<file path="config.mk">
export PLATFORM = sky130hd
export DESIGN_NAME = wdtit_top
export DESIGN_NICKNAME = d
export VERILOG_FILES = /design/src/hw/wdtit_pkg.sv /design/src/hw/wdtit_prescaler.sv /design/src/hw/wdtit_top.sv
export SDC_FILE = /design/constraint.sdc
export NUM_CORES = 1
export LEC_CHECK = 0
export BUFFER_PORTS_ARGS = -buffer_cell sky130_fd_sc_hd__clkbuf_2
export CORE_ASPECT_RATIO = 0.6
export CORE_UTILIZATION = 45
export DETAILED_ROUTE_END_ITERATION = 8
export GPL_TIMING_DRIVEN = 0
export HOLD_SLACK_MARGIN = 0.08
export PLACE_DENSITY = 0.71
export SLEW_MARGIN = 40
export SYNTH_ARGS = -nofsm -noshare
export SYNTH_HDL_FRONTEND = slang
export SYNTH_SLANG_ARGS = --single-unit
export TNS_END_PERCENT = 5
</file>
<file path="constraint.sdc">
create_clock -name clk_i -period 5.6 [get_ports clk_i]
set_clock_uncertainty 0.1 [all_clocks]
set_input_delay 0.56 -clock clk_i [delete_from_list [all_inputs] [get_ports clk_i]]
set_output_delay 0.56 -clock clk_i [all_outputs]
set_load 0.02 [all_outputs]
</file>
<file path="src/hw/wdtit_pkg.sv">
package wdtit_pkg;

  // Register addresses on the CPU data space
  localparam logic [15:0] WDTIT_ADDR_CLOCK_SELECT = 16'hFF42;
  localparam logic [15:0] WDTIT_ADDR_MODE_CONTROL = 16'hFFF9;

  // Reset values
  localparam logic [7:0] WDTIT_CLOCK_SELECT_RESET = 8'h00;
  localparam logic [7:0] WDTIT_MODE_CONTROL_RESET = 8'h00;

  // Field positions
  localparam int WDTIT_CLK_SEL_LO_POS      = 1;
  localparam int WDTIT_CLK_SEL_HI_POS      = 2;
  localparam int WDTIT_MODE_ACTION_POS     = 3;
  localparam int WDTIT_MODE_WATCHDOG_POS   = 4;
  localparam int WDTIT_START_POS           = 7;

  // Prescaler and counter sizes
  localparam int WDTIT_PRESCALE_WIDTH      = 10;
  localparam int WDTIT_COUNT_WIDTH         = 7;

  // Prescaler tap positions (divide-by 16, 64, 256, 1024)
  localparam int WDTIT_TAP_DIV16           = 3;
  localparam int WDTIT_TAP_DIV64           = 5;
  localparam int WDTIT_TAP_DIV256          = 7;
  localparam int WDTIT_TAP_DIV1024         = 9;

  // Operation modes
  typedef enum logic [1:0] {
    WDTIT_MODE_STOPPED  = 2'h0,
    WDTIT_MODE_INTERVAL = 2'h1,
    WDTIT_MODE_WDT_NMI  = 2'h2,
    WDTIT_MODE_WDT_RST  = 2'h3
  } wdtit_mode_type;

endpackage : wdtit_pkg

</file>
<file path="src/hw/wdtit_prescaler.sv">
module wdtit_prescaler
  import wdtit_pkg::*;
(
  // Clock and reset
  input  wire logic       clk_i,
  input  wire logic       sys_rst_i,
  // Control
  input  wire logic       run_i,
  input  wire logic [1:0] clk_sel_i,
  // Count tick
  output logic            tick_o
);

  logic [WDTIT_PRESCALE_WIDTH-1:0] div_count;
  logic [WDTIT_PRESCALE_WIDTH-1:0] next_div_count;
  logic [WDTIT_PRESCALE_WIDTH-1:0] rollover;
  logic                            next_tick;

  // Free divider, never cleared by a restart
  assign next_div_count = run_i ? div_count + 1'b1 : div_count;

  // Tick when the low bits of the selected tap all roll over
  assign rollover = div_count ^ next_div_count;

  always_comb begin
    case (clk_sel_i)
      2'h0:    next_tick = run_i & rollover[WDTIT_TAP_DIV16 + 1];
      2'h1:    next_tick = run_i & rollover[WDTIT_TAP_DIV64 + 1];
      2'h2:    next_tick = run_i & rollover[WDTIT_TAP_DIV256 + 1];
      default: next_tick = run_i & next_div_count == '0 & div_count != '0;
    endcase
  end

  always_ff @(posedge clk_i) begin
    if (sys_rst_i) begin
      div_count <= '0;
      tick_o    <= 1'b0;
    end else begin
      div_count <= next_div_count;
      tick_o    <= next_tick;
    end
  end

endmodule // wdtit_prescaler

</file>
<file path="src/hw/wdtit_top.sv">
// Operation
// - Select field picks divider and overflow period
// - Both registers read zero after reset
// - Start bit clears counter and starts
// - Start bit only cleared by reset
// - Mode bits are set-only until reset
// - Mode 01 overflow raises interval interrupt
// - Mode 10 overflow raises non-maskable interrupt
// - Mode 11 overflow resets; 00 stays stopped
// - Prescaler kept on restart, first overflow early
// - Pending flag plus watchdog write gives NMI
// - Run in HALT, stop in STOP
// - Stop while CPU uses subsystem clock
// - Interval interrupt masked, top maskable priority
module wdtit_top
  import wdtit_pkg::*;
(
  // Clock and reset
  input  wire logic        clk_i,
  input  wire logic        sys_rst_i,
  // CPU data access
  input  wire logic [15:0] addr_i,
  input  wire logic [7:0]  wdata_i,
  input  wire logic [7:0]  wbit_en_i,
  input  wire logic        wr_i,
  input  wire logic        rd_i,
  output logic [7:0]       rdata_o,
  // CPU power and clock state
  input  wire logic        stop_mode_i,
  input  wire logic        cpu_on_subclk_i,
  // Interrupt controller
  input  wire logic        wdt_irq_mask_i,
  input  wire logic        wdt_irq_flag_i,
  output logic             wdt_interval_irq_o,
  output logic             wdt_nmi_req_o,
  output logic             wdt_reset_req_o,
  // Status
  output logic [1:0]       mode_o,
  output logic             running_o
);

  logic [1:0]                   clk_sel;
  logic                         start_bit;
  logic                         mode_watchdog_bit;
  logic                         mode_action_bit;
  logic [WDTIT_COUNT_WIDTH-1:0] count;
  logic                         tick;

  wire sel_clk_wr  = wr_i & (addr_i == WDTIT_ADDR_CLOCK_SELECT);
  wire sel_mode_wr = wr_i & (addr_i == WDTIT_ADDR_MODE_CONTROL);

  // Mode register bit-level writes only touch enabled bits; clock select write ignores wbit_en_i
  wire set_start    = sel_mode_wr & wbit_en_i[WDTIT_START_POS] & wdata_i[WDTIT_START_POS];
  wire set_watchdog = sel_mode_wr & wbit_en_i[WDTIT_MODE_WATCHDOG_POS] & wdata_i[WDTIT_MODE_WATCHDOG_POS];
  wire set_action   = sel_mode_wr & wbit_en_i[WDTIT_MODE_ACTION_POS] & wdata_i[WDTIT_MODE_ACTION_POS];

  wire [1:0] next_mode = {mode_watchdog_bit | set_watchdog, mode_action_bit | set_action};

  // Counting gated by mode, STOP and subsystem clock
  wire count_en = start_bit & (mode_watchdog_bit | mode_action_bit) &
                  ~stop_mode_i & ~cpu_on_subclk_i;

  wire overflow = count_en & tick & (count == {WDTIT_COUNT_WIDTH{1'b1}});

  wire [7:0] clock_select_rd = {5'h00, clk_sel, 1'b0};
  wire [7:0] mode_control_rd = {start_bit, 2'h0, mode_watchdog_bit, mode_action_bit, 3'h0};

  wire [7:0] next_rdata = !rd_i ? 8'h00 :
                          (addr_i == WDTIT_ADDR_CLOCK_SELECT) ? clock_select_rd :
                          (addr_i == WDTIT_ADDR_MODE_CONTROL) ? mode_control_rd : 8'h00;

  wire irq_interval = overflow & (next_mode == WDTIT_MODE_INTERVAL) & ~wdt_irq_mask_i;
  wire nmi_ovf      = overflow & (next_mode == WDTIT_MODE_WDT_NMI);
  // Write selecting a watchdog mode while flag pending
  wire nmi_pending  = set_watchdog & wdt_irq_flag_i;
  wire rst_ovf      = overflow & (next_mode == WDTIT_MODE_WDT_RST);

  wdtit_prescaler u_prescaler (
    .clk_i     (clk_i),
    .sys_rst_i (sys_rst_i),
    .run_i     (count_en),
    .clk_sel_i (clk_sel),
    .tick_o    (tick)
  );

  // Register file
  always_ff @(posedge clk_i) begin
    if (sys_rst_i) begin
      clk_sel           <= WDTIT_CLOCK_SELECT_RESET[WDTIT_CLK_SEL_HI_POS:WDTIT_CLK_SEL_LO_POS];
      start_bit         <= WDTIT_MODE_CONTROL_RESET[WDTIT_START_POS];
      mode_watchdog_bit <= WDTIT_MODE_CONTROL_RESET[WDTIT_MODE_WATCHDOG_POS];
      mode_action_bit   <= WDTIT_MODE_CONTROL_RESET[WDTIT_MODE_ACTION_POS];
    end else begin
      if (sel_clk_wr) begin
        clk_sel <= wdata_i[WDTIT_CLK_SEL_HI_POS:WDTIT_CLK_SEL_LO_POS];
      end
      start_bit         <= start_bit | set_start;
      mode_watchdog_bit <= next_mode[1];
      mode_action_bit   <= next_mode[0];
    end
  end

  // Overflow counter, cleared on each start write
  always_ff @(posedge clk_i) begin
    if (sys_rst_i) begin
      count <= '0;
    end else if (set_start) begin
      count <= '0;
    end else if (count_en & tick) begin
      count <= count + 1'b1;
    end
  end

  // Outputs
  always_ff @(posedge clk_i) begin
    if (sys_rst_i) begin
      rdata_o            <= 8'h00;
      wdt_interval_irq_o <= 1'b0;
      wdt_nmi_req_o      <= 1'b0;
      wdt_reset_req_o    <= 1'b0;
      mode_o             <= 2'h0;
      running_o          <= 1'b0;
    end else begin
      rdata_o            <= next_rdata;
      wdt_interval_irq_o <= irq_interval & ~set_start;
      wdt_nmi_req_o      <= (nmi_ovf & ~set_start) | nmi_pending;
      wdt_reset_req_o    <= rst_ovf & ~set_start;
      mode_o             <= next_mode;
      running_o          <= count_en;
    end
  end

endmodule // wdtit_top
</file>
Yosys cells after proc, flatten, opt, wreduce, memory -nomap -nowiden:

Cells that the tools add are included.

* $add $sub $neg: 2
* equality and inequality tests: 8
* multiplexer cells: 3
* bitwise logic cells: 38
* reductions and logical operators: 7

Operator list (count)
* $eq 16x16->1 const B: 2
* $and 1x1->1: 26
* $add 10x1->10 const B: 1
* $logic_not 10->1: 1
* $mux 10: 1
* $reduce_bool 10->1: 1
* $xor 9x9->9: 1
* $add 7x1->7 const B: 1
* $eq 7x7->1 const B: 1
* $eq 2x2->1 const B: 3
* $not 1->1: 6
* $or 1x1->1: 5
* $eq 2x1->1 const B: 2
* $reduce_or 2->1: 2
* $reduce_or 4->1: 1
* $mux 3: 1
* $pmux 1 s3: 1
* $reduce_or 3->1: 1
* $logic_not 2->1: 1

* bits in registers: 37
* input port bits: 40
* output and inout bits: 14
* word-level logic and storage cells: 73

Longest topological paths before layout:

* word-level depth: 9
* depth in mapped cells: 6
* depth with buffers taken out: 6

Cells and area by module:

Synthesis repeated with hierarchy kept, for this count alone.

* cell total of the unflattened synthesis: 186
* area, all modules: 1692.9 um^2

By module, submodules not included
* wdtit_top: instances 1, cells an instance 107, area an instance 1029.7 um^2, sequential area each 420.4 um^2
* wdtit_prescaler: instances 1, cells an instance 79, area an instance 663.1 um^2, sequential area each 220.2 um^2

Worst setup path after synthesis:

No wires, ideal clock.

* path type: input to register
* start: in stop_mode_i
* end: reg u_prescaler.tick_o
* setup time: 0.101 ns
* data arrival time: 2.057 ns
* required time: 5.399 ns
* setup slack: 3.342 ns
* cell stages on the path: 5
* path buffers: 0
* path through: or3b_1 nor4_1 xnor2_1 nand4_1 o41ai_1

* word-level cells in the longest chain between the ends: 8
* elaborated cells between the ends (all ways): 12
* classes of those cells: mux (2); bitwise (9); reduce/logical (1)

RTL lines
* start, declared: line wdtit_top.sv:29 `input wire logic stop_mode_i,`
* $not 1->1 (*): line wdtit_top.sv:61 `~stop_mode_i & ~cpu_on_subclk_i;`
* $and 1x1->1 (*): line wdtit_top.sv:60 `wire count_en = start_bit & (mode_watchdog_bit | mode_action_bit) &`
* $and 1x1->1 (*): line wdtit_top.sv:61
* $mux 10: line wdtit_prescaler.sv:20 `assign next_div_count = run_i ? div_count + 1'b1 : div_count;`
* $logic_not 10->1: line wdtit_prescaler.sv:30 `default: next_tick = run_i & next_div_count == '0 & div_count != '0;`
* $and 1x1->1 (2 in series): line wdtit_prescaler.sv:30
* $pmux 1 s3 (*): line wdtit_prescaler.sv:26 `case (clk_sel_i)`
* end signal, assigned: line wdtit_prescaler.sv:40 `tick_o <= next_tick;`
* end, declared: line wdtit_prescaler.sv:11 `output logic tick_o`

Mark *: on every way between the ends. The rest lies on a longest branch, timed or not.
A chain may end at the register's enable or synchronous reset.

Worst setup path after layout:

* start: reg start_bit
* end: reg u_prescaler.tick_o

* word-level cells in the longest chain between the ends: 8
* elaborated cells between the ends (all ways): 12
* classes of those cells: mux (2); bitwise (9); reduce/logical (1)

RTL lines
* start, declared: line wdtit_top.sv:43 `logic start_bit;`
* start signal, assigned: line wdtit_top.sv:90 `start_bit <= WDTIT_MODE_CONTROL_RESET[WDTIT_START_POS];`
* start signal, assigned: line wdtit_top.sv:97 `start_bit <= start_bit | set_start;`
* $and 1x1->1 (*) (2 in series): line wdtit_top.sv:60
* $and 1x1->1 (*): line wdtit_top.sv:61
* $mux 10: line wdtit_prescaler.sv:20
* $logic_not 10->1: line wdtit_prescaler.sv:30
* $and 1x1->1 (2 in series): line wdtit_prescaler.sv:30
* $pmux 1 s3 (*): line wdtit_prescaler.sv:26

Marked as above.

==> metrics.md <==
| Metric | Value |
|---|---|
| Nets | approximately 280 |
| Hold_ws | around 0.35 ns |
| Hold buffers post-CTS | 0 |
| Post-CTS setup buffers | 0 |
| Syn-to-layout area delta | 24.8% |
| GRT Total Usage | 0.200 |
| Worst vdd ir | roughly 0.17 mV |
| CP Capture Type | register |
| Core Rows | 16 |
| # DRC | 0 |
| Starting density of the core | 0.483 |
| Yosys cell types | 42 |
| Top cell type's share of synthesized area | 0.397 |
| Largest net degree at the start of global routing | 11 |
| Asr flop ratio synth | 0 |
| First-pass GRT wire length | a little under 6000 µm |
| Status | finished clean |
| Initial antenna violation count | 0 |
| Worst Setup Start Kind | register |
| Number of routed nets with antenna violations | 0 |
| Vias in the first global route | around 1300 |
| Setup CP Type | register to register |
| Dpl ws | 2.97 ns |
| Routed wire length | ~3400 µm |
| Endpoints failing setup | 0 |
| PwrDens | between 200 and 250 nW/µm² |
| DR WL/cell | 12.2 µm |
| Util after Layout | 0.603 |
| Share of the yosys chip area belonging to registers | 0.397 |
| Fin Setup TNS | 0 ns |
| CTS tree | done |
| CP max-delay cell | nor4_1 |
| Syn. warnings | 0 |
| Worst-path clk slew | 0.07 ns |
| GP Congestion | 0.901 |
| Top-Level Pins | 54 |
| CTS Buffer Depth | 2 |
| Vias per inst | roughly 5 |
| Total of max-cap violations | 0 |
| Port Buf Inserts | between 40 and 50 |
| Clk_lat worst skew | roughly 0.29 ns |
| CTS Sinks | 32 |
| Synth Area per Inst | about 9 µm² |
| Pins Over Slew Limit | 0 |
| CTS H-Tree Depth | 2 |
| WP buf/inv | 0 |
| Gr ovfl total | 0 |
| Final critical-path share of the clock period | 0.410 |
| Vias | ~1400 |
| R2R depth | 5 |
| Post-Syn Instances | 184 |
| Stages on the worst setup path | 5 |
| Root Buffer | clkbuf_8 |
| Hpwl dp | approximately 2600 µm |
| RSZ-0062 raised after global routing | no |
| Synth area leader | dfxtp_1 |
| Dominant synthesized flop cell | dfxtp_1 |
| Min Tclk post-route | between 2 and 2.5 ns |
| Area of the core | approximately 3300 µm² |
| Die area | approximately 3800 µm² |
| Setup WS post-layout | roughly 3.3 ns |
| Pre-antenna DRT Iters | 4 |
| WHS Path Cells | 2 |
| Slowest stage delay, CP | 0.59 ns |
| Final hold violation count | 0 |
| Arr. time, crit path | between 2 and 2.5 ns |
| Post-CTS Resized | 0 |
| Die W | between 70 and 80 µm |
| Headroom to the max-slew limit | 0.596 |
| Layout cells sized above 1 | 0.288 |
| Area contributors post-synth | dfxtp_1 (40%), nor2_1 (7.2%), xnor2_1 (6.5%) |
| Highest clock rate | ~440 MHz |
| Inserted Clock Buffers | 5 |
| DRT iter0 DRCs | 90 |
| Class of the worst hold path | primary input to register |
| Worst path required time | ~5.7 ns |
| Post-synth EDFFs | 0 |
| Crit Path Max Fanout | 4 |
| Cells along the critical path | or3b_1, nor4_1, xnor2_1, nand4_1, o41ai_1 |
| Die Y | 48.4 µm |
| Slew @ Worst Pin | 0.601 ns |
| Leak | between 0.8 and 0.9 nW |
| CP delay by family, top | simple AND/OR/NAND/NOR gates |
| Post-Syn Area | 1620 µm² |
| Register bit total from synthesis | 32 |
| Number of diodes | 0 |
-- final cells by class --
cell class / count / area [µm²]
fillers: 295 / 1330
multi-input cells: 138 / 903
flip-flops and latches: 32 / 641
repair buffers: 42 / 210
clock buffers: 7 / 96.3
plain buffers: 10 / 56.3
well taps: 45 / 56.3
clock inverters: 1 / 30.0
inverters: 6 / 22.5
-- path summary, 6_finish.rpt --
check / slack, ns / start / to
max: 3.31 / start_bit / u_prescaler.tick_o
min reg2reg: 0.40 / count[6] / wdt_nmi_req_o
max reg2reg: 3.31 / start_bit / u_prescaler.tick_o
min: 0.35 / wdt_irq_mask_i / wdt_interval_irq_o
-- synthesized netlist by cell type (2+ instances only) --
| cell type | instances |
|---|---|
| dfxtp_1 | 32 |
| nor2_1 | 31 |
| nand2_1 | 14 |
| xnor2_1 | 12 |
| nand3_1 | 8 |
| nand4_1 | 8 |
| a21oi_1 | 6 |
| ha_1 | 6 |
| inv_1 | 6 |
| buf_4 | 5 |
| clkbuf_1 | 5 |
| nor3_1 | 5 |
| xor2_1 | 4 |
| and3_1 | 3 |
| and3_2 | 3 |
| nor4_1 | 3 |
| a31oi_1 | 2 |
| and2_1 | 2 |
| mux2i_1 | 2 |
| nand2b_1 | 2 |
| nand4bb_1 | 2 |
| nor3b_1 | 2 |
| nor3b_2 | 2 |
-- metal layers --
layer  wire (µm)  up-vias  part of all wire  track usage
met3         243        3             0.071       0.0642
met4          38        0             0.011       0.0848
met1        1880      617              0.55        0.292
met2        1250       52              0.37        0.264
met5           0        -                 0            0
li1            -      734                 -            -
-- flip-flops by register name (all words and copies together), names as in the netlist --
register,cells
u_prescaler.div_count,10
count,7
rdata_o,5
clk_sel,2
mode_o,1
mode_watchdog_bit,1
running_o,1
start_bit,1
u_prescaler.tick_o,1
wdt_interval_irq_o,1
wdt_nmi_req_o,1
wdt_reset_req_o,1
-- layout by cell type, fill, tap and decap left out, types with 2 or more instances in the layout --
cell type	n
a21oi_1	6
a31oi_1	2
and2_1	2
and3_1	3
and3_2	3
buf_4	5
clkbuf_1	5
clkbuf_2	42
clkbuf_8	7
conb_1	3
dfxtp_1	32
ha_1	6
inv_1	6
mux2i_1	2
nand2_1	14
nand2b_1	2
nand3_1	8
nand4_1	8
nand4bb_1	2
nor2_1	31
nor3_1	5
nor3b_1	2
nor3b_2	2
nor4_1	3
xnor2_1	12
xor2_1	4
-- cell families (layout without fill, tap and decap cells) --
group,count (synthesis),after routing,share of synthesized area
AO/OA/AOI/OAI,14,14,0.0612
other,1,3,0.00232
adder cells (fa/ha/maj),6,6,0.0465
buffers and inverters,16,66,0.0488
XOR/XNOR,16,16,0.0868
AND/OR/NAND/NOR,97,97,0.345
multiplexers,2,2,0.0124
flip-flops,32,32,0.397
-- power by group --
| group | internal (mW) | switching, mW | leakage [nW] |
|---|---|---|---|
| clock network | 0.157 | 0.0844 | 0.0645 |
| registers | 0.228 | 0.000000276 | 0.258 |
| logic | 0.0113 | 0.0114 | 0.534 |
| total | 0.396 | 0.0959 | 0.856 |
-- stage by stage --
step                cell area [µm²]  instances  power [mW]
finish                         2020        281       0.492
global route                   2020        281       0.509
floorplan                      1620        186       0.241
detailed placement             1890        273       0.255
CTS                            2020        281       0.497
global placement               1890        273       0.255
Power figures use the tool's default switching activity.
